<file path="src/rtl/rbms_cfg.svh">
/*
 Timing counts and pin-code constants for the reset and boot-mode select block.
 Assumes inclusion by the design module only.
*/
`ifndef RBMS_CFG_SVH
`define RBMS_CFG_SVH

`define RBMS_RST_HOLD_CLKS 512
`define RBMS_CNT_W 10
`define RBMS_LATCH_CNT 2
`define RBMS_HOLD_END (`RBMS_RST_HOLD_CLKS - `RBMS_LATCH_CNT - 2)
`define RBMS_CBS_CRYSTAL_OUT_PIN_NOPLL 2'b01
`define RBMS_CBS_CRYSTAL_OUT_PIN_PLL 2'b11
`define RBMS_CBS_PIN_NOPLL 2'b00
`define RBMS_CBS_PIN_PLL 2'b10
`define RBMS_CBS_PIN_BIT 1

`endif

</file>
<file path="src/rtl/rbms_pkg.sv">
/*
 Types for the reset and boot-mode select block.
 Assumes nothing beyond a SystemVerilog compiler.
*/
package rbms_pkg;
    typedef enum logic [1:0] {
        RBMS_SRC_CRYSTAL = 2'h0,
        RBMS_SRC_EXT_OSC = 2'h1,
        RBMS_SRC_ONCHIP = 2'h2
    } rbms_src_e;

    typedef enum logic [1:0] {
        RBMS_ST_RESET = 2'h0,
        RBMS_ST_HOLD = 2'h1,
        RBMS_ST_RUN = 2'h2
    } rbms_state_e;

    typedef struct packed {
        logic pll_en;
        rbms_src_e src;
        logic ref_in_used;
        logic flash_prog;
    } rbms_mode_s;
endpackage

</file>
<file path="src/rtl/rbms_top.sv">
/*
 Reset and boot-mode select: reset fan-out, reset indication stretch, latched
 clock boot mode and serial flash programming mode entry.
 Assumes SYS_CLK is the CPU clock at 200 MHz and mode pins are asynchronous.
*/
// Operation
// RQ1: External reset resets core asynchronously, immediately
// RQ2: Reset indication low 512 clocks after release
// RQ3: Code 01 crystal no PLL; 11 crystal PLL
// RQ4: Codes 00/10 use crystal pin source
// RQ5: Crystal pin is input when upper bit set
// RQ6: Boot config with test low enters flash programming
// RQ7: Clock output follows system clock
// RQ8: Reference input unused only for on-chip oscillator
// RQ9: Latch modes at reset release until next
`timescale 1ns/1ps
`include "rbms_cfg.svh"

module rbms_top (
    input wire logic SYS_CLK,
    input wire logic RST_B,
    input wire logic [1:0] CLOCK_BOOT_SELECT,
    input wire logic CRYSTAL_OUT_PIN_I,
    output logic CRYSTAL_OUT_PIN_O,
    output logic CRYSTAL_OUT_PIN_OE,
    input wire logic BOOT_CONFIG_PIN,
    input wire logic TEST_PIN,
    output logic CORE_RESET_B,
    output logic RESET_INDICATION_OUT,
    output logic SYSTEM_CLOCK_OUT,
    output logic PLL_ENABLE,
    output logic [1:0] CLOCK_SOURCE,
    output logic CLOCK_REFERENCE_IN_USED,
    output logic SERIAL_FLASH_PORT_EN,
    output logic MODE_VALID
);
    logic [1:0] cbs_s1_r, cbs_s2_r;
    logic xt_s1_r, xt_s2_r, bc_s1_r, bc_s2_r, ts_s1_r, ts_s2_r;
    rbms_pkg::rbms_state_e state_r, state_nxt;
    logic [`RBMS_CNT_W-1:0] cnt_r, cnt_nxt;
    rbms_pkg::rbms_mode_s mode_r, mode_nxt;
    logic reset_indication_out_r, reset_indication_out_nxt;
    logic [1:0] hold_hist_r;
    logic latch_now, oe_r, oe_nxt;

    assign latch_now = (state_r == rbms_pkg::RBMS_ST_RESET)
        && (cnt_r == `RBMS_CNT_W'(`RBMS_LATCH_CNT));

    // Two-flop synchronisers for mode pins
    always_ff @(posedge SYS_CLK or negedge RST_B) begin
        if (!RST_B) begin
            cbs_s1_r <= 2'h0;
            cbs_s2_r <= 2'h0;
            {xt_s1_r, xt_s2_r, bc_s1_r, bc_s2_r, ts_s1_r, ts_s2_r} <= 6'h00;
        end else begin
            cbs_s1_r <= CLOCK_BOOT_SELECT;
            cbs_s2_r <= cbs_s1_r;
            xt_s1_r <= CRYSTAL_OUT_PIN_I;
            xt_s2_r <= xt_s1_r;
            bc_s1_r <= BOOT_CONFIG_PIN;
            bc_s2_r <= bc_s1_r;
            ts_s1_r <= TEST_PIN;
            ts_s2_r <= ts_s1_r;
        end
    end

    always_comb begin
        state_nxt = state_r;
        cnt_nxt = cnt_r;
        mode_nxt = mode_r;
        reset_indication_out_nxt = reset_indication_out_r;
        unique case (state_r)
            rbms_pkg::RBMS_ST_RESET: begin
                // Sample after synchronisers have filled
                if (latch_now) begin
                    mode_nxt.pll_en = cbs_s2_r[`RBMS_CBS_PIN_BIT]; // RQ3 RQ4
                    if (cbs_s2_r == `RBMS_CBS_CRYSTAL_OUT_PIN_NOPLL || cbs_s2_r == `RBMS_CBS_CRYSTAL_OUT_PIN_PLL) begin
                        mode_nxt.src = rbms_pkg::RBMS_SRC_CRYSTAL; // RQ3
                    end else if (xt_s2_r) begin
                        mode_nxt.src = rbms_pkg::RBMS_SRC_ONCHIP; // RQ4
                    end else begin
                        mode_nxt.src = rbms_pkg::RBMS_SRC_EXT_OSC; // RQ4
                    end
                    mode_nxt.ref_in_used = !(!cbs_s2_r[0] && xt_s2_r); // RQ8
                    mode_nxt.flash_prog = bc_s2_r && !ts_s2_r; // RQ6
                    state_nxt = rbms_pkg::RBMS_ST_HOLD; // RQ9
                    cnt_nxt = '0;
                end else begin
                    cnt_nxt = cnt_r + `RBMS_CNT_W'(1);
                end
            end
            rbms_pkg::RBMS_ST_HOLD: begin
                if (cnt_r == `RBMS_CNT_W'(`RBMS_HOLD_END)) begin
                    reset_indication_out_nxt = 1'b1; // RQ2
                    state_nxt = rbms_pkg::RBMS_ST_RUN;
                end else begin
                    cnt_nxt = cnt_r + `RBMS_CNT_W'(1);
                end
            end
            rbms_pkg::RBMS_ST_RUN: begin
                state_nxt = rbms_pkg::RBMS_ST_RUN; // RQ9
            end
            default: begin
                state_nxt = rbms_pkg::RBMS_ST_RESET;
            end
        endcase
    end

    always_ff @(posedge SYS_CLK or negedge RST_B) begin
        if (!RST_B) begin // RQ1
            state_r <= rbms_pkg::RBMS_ST_RESET;
            cnt_r <= '0;
            mode_r <= '0;
            reset_indication_out_r <= 1'b0;
        end else begin
            state_r <= state_nxt;
            cnt_r <= cnt_nxt;
            mode_r <= mode_nxt;
            reset_indication_out_r <= reset_indication_out_nxt;
        end
    end

    assign CORE_RESET_B = RST_B; // RQ1
    assign RESET_INDICATION_OUT = reset_indication_out_r;
    assign SYSTEM_CLOCK_OUT = SYS_CLK; // RQ7
    assign PLL_ENABLE = mode_r.pll_en;
    assign CLOCK_SOURCE = mode_r.src;
    assign CLOCK_REFERENCE_IN_USED = mode_r.ref_in_used;
    assign SERIAL_FLASH_PORT_EN = mode_r.flash_prog; // RQ6
    assign MODE_VALID = (state_r != rbms_pkg::RBMS_ST_RESET);
    // Crystal pin stays released until the modes are latched
    assign CRYSTAL_OUT_PIN_OE = oe_r; // RQ5
    assign CRYSTAL_OUT_PIN_O = 1'b0;

    // Drive decision taken from the latched select, not the live pins
    always_comb begin
        oe_nxt = oe_r;
        if (latch_now) begin
            oe_nxt = !cbs_s2_r[`RBMS_CBS_PIN_BIT]; // RQ5
        end
    end

    always_ff @(posedge SYS_CLK or negedge RST_B) begin
        if (!RST_B) begin
            oe_r <= 1'b0;
        end else begin
            oe_r <= oe_nxt;
        end
    end

    // Helper: history of indication for assertions
    always_ff @(posedge SYS_CLK or negedge RST_B) begin
        if (!RST_B) begin
            hold_hist_r <= 2'h0;
        end else begin
            hold_hist_r <= {hold_hist_r[0], reset_indication_out_r};
        end
    end

    rst_out_low_a: assert property (@(posedge SYS_CLK) disable iff (!RST_B) // RQ2
        (state_r != rbms_pkg::RBMS_ST_RUN) |-> !RESET_INDICATION_OUT)
        else $error("Reset indication released early");
    rst_out_time_a: assert property (@(posedge SYS_CLK) disable iff (!RST_B) // RQ2
        $rose(RESET_INDICATION_OUT) |-> $past(cnt_r) == `RBMS_CNT_W'(`RBMS_HOLD_END))
        else $error("Reset indication released at wrong count");
    rst_out_stay_a: assert property (@(posedge SYS_CLK) disable iff (!RST_B) // RQ9
        hold_hist_r[1] |-> RESET_INDICATION_OUT)
        else $error("Reset indication fell without reset");
    mode_stable_a: assert property (@(posedge SYS_CLK) disable iff (!RST_B) // RQ9
        (state_r == rbms_pkg::RBMS_ST_RUN) |=> $stable(mode_r))
        else $error("Mode changed outside reset");
    crystal_out_pin_src_a: assert property (@(posedge SYS_CLK) disable iff (!RST_B) // RQ3
        latch_now |=> ((CLOCK_SOURCE == rbms_pkg::RBMS_SRC_CRYSTAL) == $past(cbs_s2_r[0])))
        else $error("Crystal source mis-selected");
    ref_use_a: assert property (@(posedge SYS_CLK) disable iff (!RST_B) // RQ8
        MODE_VALID |-> (CLOCK_REFERENCE_IN_USED == (CLOCK_SOURCE != rbms_pkg::RBMS_SRC_ONCHIP)))
        else $error("Reference input use wrong");
    pin_oe_a: assert property (@(posedge SYS_CLK) disable iff (!RST_B) // RQ5
        latch_now |=> (CRYSTAL_OUT_PIN_OE == !$past(cbs_s2_r[1])))
        else $error("Crystal pin drive wrong for select");
    core_rst_a: assert property (@(posedge SYS_CLK) // RQ1
        CORE_RESET_B == RST_B)
        else $error("Core reset not following input");
    oe_pre_latch_a: assert property (@(posedge SYS_CLK) disable iff (!RST_B) // RQ5
        !MODE_VALID |-> !CRYSTAL_OUT_PIN_OE)
        else $error("Crystal pin driven before latch");
    oe_kept_a: assert property (@(posedge SYS_CLK) disable iff (!RST_B) // RQ9
        MODE_VALID |=> $stable(CRYSTAL_OUT_PIN_OE))
        else $error("Crystal pin drive changed outside reset");
    pll_latch_a: assert property (@(posedge SYS_CLK) disable iff (!RST_B) // RQ3
        latch_now |=> (PLL_ENABLE == $past(cbs_s2_r[1])))
        else $error("PLL enable wrong for select");
    src_pin_a: assert property (@(posedge SYS_CLK) disable iff (!RST_B) // RQ4
        (latch_now && !cbs_s2_r[0]) |=> (CLOCK_SOURCE == ($past(xt_s2_r) ?
            rbms_pkg::RBMS_SRC_ONCHIP : rbms_pkg::RBMS_SRC_EXT_OSC)))
        else $error("Pin-selected source wrong");
    ref_pin_a: assert property (@(posedge SYS_CLK) disable iff (!RST_B) // RQ8
        (latch_now && !cbs_s2_r[0]) |=> (CLOCK_REFERENCE_IN_USED == !$past(xt_s2_r)))
        else $error("Reference use wrong for crystal level");
    flash_latch_a: assert property (@(posedge SYS_CLK) disable iff (!RST_B) // RQ6
        latch_now |=> (SERIAL_FLASH_PORT_EN == $past(bc_s2_r && !ts_s2_r)))
        else $error("Flash programming mode entry wrong");
    flash_valid_a: assert property (@(posedge SYS_CLK) disable iff (!RST_B) // RQ6
        SERIAL_FLASH_PORT_EN |-> MODE_VALID)
        else $error("Flash programming before latch");
    valid_stay_a: assert property (@(posedge SYS_CLK) disable iff (!RST_B) // RQ9
        MODE_VALID |=> MODE_VALID)
        else $error("Mode valid dropped outside reset");
    latch_valid_a: assert property (@(posedge SYS_CLK) disable iff (!RST_B) // RQ9
        latch_now |=> MODE_VALID)
        else $error("Mode valid missing after latch");
    pre_latch_zero_a: assert property (@(posedge SYS_CLK) disable iff (!RST_B) // RQ9
        !MODE_VALID |-> (CLOCK_SOURCE == 2'h0 && !PLL_ENABLE))
        else $error("Modes shown before latch");
    src_legal_a: assert property (@(posedge SYS_CLK) disable iff (!RST_B) // RQ3
        CLOCK_SOURCE != 2'h3)
        else $error("Clock source code illegal");
    fill_wait_a: assert property (@(posedge SYS_CLK) disable iff (!RST_B) // RQ9
        (state_r == rbms_pkg::RBMS_ST_RESET) |-> (cnt_r <= `RBMS_CNT_W'(`RBMS_LATCH_CNT)))
        else $error("Fill count overran");
    cnt_hold_a: assert property (@(posedge SYS_CLK) disable iff (!RST_B) // RQ2
        (state_r == rbms_pkg::RBMS_ST_HOLD) |-> (cnt_r <= `RBMS_CNT_W'(`RBMS_HOLD_END)))
        else $error("Hold count overran");
    reset_indication_out_run_a: assert property (@(posedge SYS_CLK) disable iff (!RST_B) // RQ2
        (state_r == rbms_pkg::RBMS_ST_RUN) |-> RESET_INDICATION_OUT)
        else $error("Reset indication low while running");
endmodule // rbms_top

</file>
<file path="config.mk">
export PLATFORM = sky130hd
export DESIGN_NAME = rbms_top
export DESIGN_NICKNAME = d
export VERILOG_FILES = /design/src/rtl/rbms_pkg.sv /design/src/rtl/rbms_top.sv
export VERILOG_INCLUDE_DIRS = /design/src /design/src/rtl
export SDC_FILE = /design/constraint.sdc
export NUM_CORES = 1
export LEC_CHECK = 0
export BUFFER_PORTS_ARGS = -buffer_cell sky130_fd_sc_hd__buf_2
export CAP_MARGIN = 20
export CORE_MARGIN = 2
export CORE_UTILIZATION = 45
export CTS_BUF_LIST = sky130_fd_sc_hd__clkbuf_16
export CTS_CLUSTER_DIAMETER = 100
export CTS_CLUSTER_SIZE = 14
export DETAILED_ROUTE_END_ITERATION = 6
export HOLD_SLACK_MARGIN = 0.06
export PLACE_DENSITY = 0.66
export SYNTH_ARGS = -nofsm -noshare
export SYNTH_HDL_FRONTEND = slang
export SYNTH_SLANG_ARGS = --single-unit
</file>
<file path="constraint.sdc">
create_clock -name SYS_CLK -period 1.7 [get_ports SYS_CLK]
set_input_delay 0.34 -clock SYS_CLK [delete_from_list [all_inputs] [get_ports SYS_CLK]]
set_output_delay 0.34 -clock SYS_CLK [all_outputs]
set_load 0.02 [all_outputs]
</file>
# Word-level counts from Yosys, hierarchy flattened
# Cells that the tools add are included.
[word_totals] ff_bits=29 input_bits=7 wordCells=49
[classes] addsub=1 n_eq_ne=9 mux=8 n_reduce_logical=15
[ops] op="10-bit two-way mux" count=2
[ops] op="10-bit case mux with 2 select lines" count=1
[ops] op="10-bit by 1-bit adder with 10-bit output (second input constant)" count=1
[ops] op="10-bit by 2-bit == test with 1-bit output (second input constant)" count=1
[ops] op="10-bit by 9-bit == test with 1-bit output (second input constant)" count=1
[ops] op="2-bit two-way mux" count=4
[ops] op="2-bit AND reduction" count=4
[ops] op="2-bit != test (second input constant)" count=3
[ops] op="2-bit case mux with 3 select lines" count=1
[ops] op="2-bit by 1-bit == test with 1-bit output (second input constant)" count=2
[ops] op="2-bit == test (second input constant)" count=2
[ops] op="1-bit logical NOT" count=4
[ops] op="2-bit nonzero test" count=2
[ops] op="1-bit logical AND" count=3
[ops] op="2-bit logical NOT" count=1
[ops] op="1-bit logical OR" count=1

# Depth between registers and ports, before layout
[logic_depth] ltp_word=4 mapped_depth=7

==> results by group <==
Floorplanning
  – Initial Util: 46.7%
  – Die Ht: 57.3 µm
  – Row cnt: 19
  – Die outline area: 3280 µm²
  – Core ar.: 2730 µm²
  – Die W: 57.3 µm
  – IO Pins: 18

Cells and area
  – Most common cell after layout, fill and taps aside: dfrtp_1
  – Fillcell total: 202
  – # diodes: 0
  – Share of post-route cells with drive strength above 1: 37.2%
  – Post-layout util: 66.1%
  – Area Overhead vs Synth: 41.5%
  – Layout Cells excl Fill: 176
  – Fin nets: 157
  – Commonest cells after routing, fill and taps aside: dfrtp_1 (29), buf_2 (16), buf_4 (10), clkbuf_16 (8)

Placed design
  – GPL Wtd Cong: 0.793
  – Detailed placer's ending HPWL: 1580 µm
  – Port bufs: 16
  – Placed insts: 155

Hold path
  – Hold Path Class: flop to flop
  – Hold path depth: 0
  – Worst hold start: ts_s1_r$_DFF_PN0_
  – Worst hold endpoint: ts_s2_r$_DFF_PN0_

Pwr
  – Worst VDD drop: 1.46 mV
  – Tot Pwr: 2.14 mW
  – Pwr dens: 1190 nW/µm²
  – Leakage power: 0.843 nW

Setup path
  – Critical path startpoint category: flop
  – Worst path arrival time: 1900 ps
  – Critical Path End Type: flop
  – Worst R2R Path Depth: 7
  – Setup Crit Path Kind: flop to flop
  – Worst r2r src: cnt_r[0]$_DFFE_PN0P_
  – R2R setup slack: 70 ps
  – CP Data Required Time: 1970 ps
  – Worst reg2reg endpoint: state_r[1]$_DFFE_PN0P_
  – CP max FO: 3

STA
  – Final setup viols: 0
  – Slew Limit Fails: 0
  – RSZ-0062 raised after global routing: yes
  – Final Hold Fails: 0
  – Final setup TNS: 0 ps
  – Final period utilization: 95.9%
  – Min Clock Period, post-route: 1630 ps
  – Fmax: 613 MHz
  – Clock Skew: 4.69 ps

Logic synthesis
  – Syn nets: 119
  – Synth area leaders: dfrtp_1 (57%), ha_1 (4.9%), nor4_4 (3.3%)
  – Largest area contributor in the netlist: dfrtp_1
  – Post-Synthesis Cells: 107
  – Syn_area_per_cell: 11.9 µm²
  – Sequential area share after synthesis: 56.8%
  – Netlist Area Pre-Place: 1280 µm²
  – Flops & latches, synth: 29
  – Yosys warning total: 0
  – Unique cell type count in the Yosys netlist: 35
  – Yosys top cell area share: 56.8%

Routing
  – Drc violations: 0
  – Drt total wl: 2670 µm
  – Vias post-DR: 917
  – Initial DRT Pass Iterations: 4
  – Drt wl/cell: 15.2 µm
  – Antenna Nets Post-Route: 0
  – Via density: 5.21
  – DRT iter0 DRCs: 27

Clocking
  – Skew-Pair Late Insertion Delay: 390 ps
  – Clock transition at the registers of the reported paths: 50 ps
  – CTS tree: done

Global routing
  – GRT Total Usage: 19.2%
  – Vias in the first global route: 953
  – Initial antenna violation count: 0
  – First-pass GRT wire length: 4400 µm
  – Total gr overflow: 0
  – Largest net degree at the start of global routing: 30

Run status
  – Outcome: completed

Job
  – Max Cap Viol: 0
-- flip-flops by register name, summed over array words and instances (netlist names), 2 cells and up --
name and flops:
CLOCK_SOURCE 2, cnt_r 10, state_r 2, cbs_s2_r 2, cbs_s1_r 2
-- critical path, cell delays in order (launching register included) --
cell and delay (ps):
dfrtp_1 380, inv_2 70, buf_6 100, ha_2 170, nor2b_1 120, nand4_1 130
a22o_1 230, mux2_4 310
-- per-layer routing --
metal  track usage [%]  vias up  part of all wire [%]
met5                 0        -                     0
met4              16.9        0                   2.4
met3              7.48        6                   4.9
met2              27.8       24                    51
met1              22.1      440                    41
li1                  -      447                     -
-- report_power, final --
part           switching (mW)  internal (mW)  leakage, nW  total, mW
clock network           0.372          0.993        0.121       1.36
registers             0.00716          0.711        0.345      0.719
logic                  0.0350         0.0255        0.377     0.0605
-- repair_timing --
item | CTS | global route
endpoints found under the hold margin | 34 | 0
buffers inserted | 3 | 2
gates cloned | 0 | 0
pin swaps | 2 | 5
hold buffers | 6 | 0
endpoints found under the setup margin | 5 | 13
resized for setup | 4 | 11
-- cell families after synthesis --
| kind of cell | Yosys count | synth area share, % |
|---|---|---|
| and+or+nand+nor | 33 | 17.7 |
| xor gates and xnor gates | 6 | 4.11 |
| buffers and inverters | 12 | 4.50 |
| AOI/OAI and AO/OA | 19 | 9.60 |
| other | 1 | 0.294 |
| DFF | 29 | 56.8 |
| muxes | 2 | 2.06 |
| adders and majority gates | 5 | 4.90 |
-- metrics by stage --
| stage | hold slack (ps) | setup WS, ps | area, µm² |
|---|---|---|---|
| 6_report | 351 | 69.8 | 1810 |
| 5_1_grt | 356 | -20.5 | 1810 |
| 4_1_cts | 353 | 30.0 | 1740 |
| 3_5_place_dp | 344 | -77.6 | 1410 |
| 3_3_place_gp | 333 | -24.8 | 1410 |
| 2_1_floorplan | 44.4 | 53.2 | 1280 |
-- synth_stat cells (all sizes together) --
| master | count |
|---|---|
| a21o | 2 |
| a21oi | 1 |
| a22o | 1 |
| and2 | 1 |
| and4 | 1 |
| buf | 4 |
| clkbuf | 1 |
| conb | 1 |
| dfrtp | 29 |
| ha | 5 |
| inv | 7 |
| mux2 | 2 |
| nand2 | 7 |
| nand2b | 1 |
| nand3 | 2 |
| nand3b | 2 |
| nand4 | 4 |
| nor2 | 3 |
| nor2b | 1 |
| nor3 | 2 |
| nor3b | 3 |
| nor4 | 5 |
| o2111ai | 1 |
| o211ai | 1 |
| o21ai | 8 |
| o21bai | 1 |
| o31ai | 4 |
| or2 | 1 |
| xnor2 | 3 |
| xor2 | 3 |
-- final cells by class --
cell class / instances / area [µm²] / area share (%)
sequential: 29 / 726 / 40.1
multi-input combinational: 66 / 556 / 30.7
timing repair buffer: 32 / 221 / 12.2
clock buffer: 9 / 205 / 11.3
tap: 31 / 38.8 / 2.15
clock inverter: 2 / 35.0 / 1.94
inverter: 7 / 26.3 / 1.45
-- how the worst max path moves through the flow --
stage                           start                      to
3_5_place_dp   state_r[1]$_DFFE_PN0P_    cnt_r[7]$_DFFE_PN0P_
3_3_place_gp   state_r[1]$_DFFE_PN0P_    cnt_r[7]$_DFFE_PN0P_
2_1_floorplan    cnt_r[0]$_DFFE_PN0P_  state_r[1]$_DFFE_PN0P_
6_report         cnt_r[0]$_DFFE_PN0P_  state_r[1]$_DFFE_PN0P_
4_1_cts        state_r[1]$_DFFE_PN0P_              MODE_VALID
5_1_grt          cnt_r[0]$_DFFE_PN0P_    cnt_r[4]$_DFFE_PN0P_
Note: power is estimated with default switching activity, not from simulation.
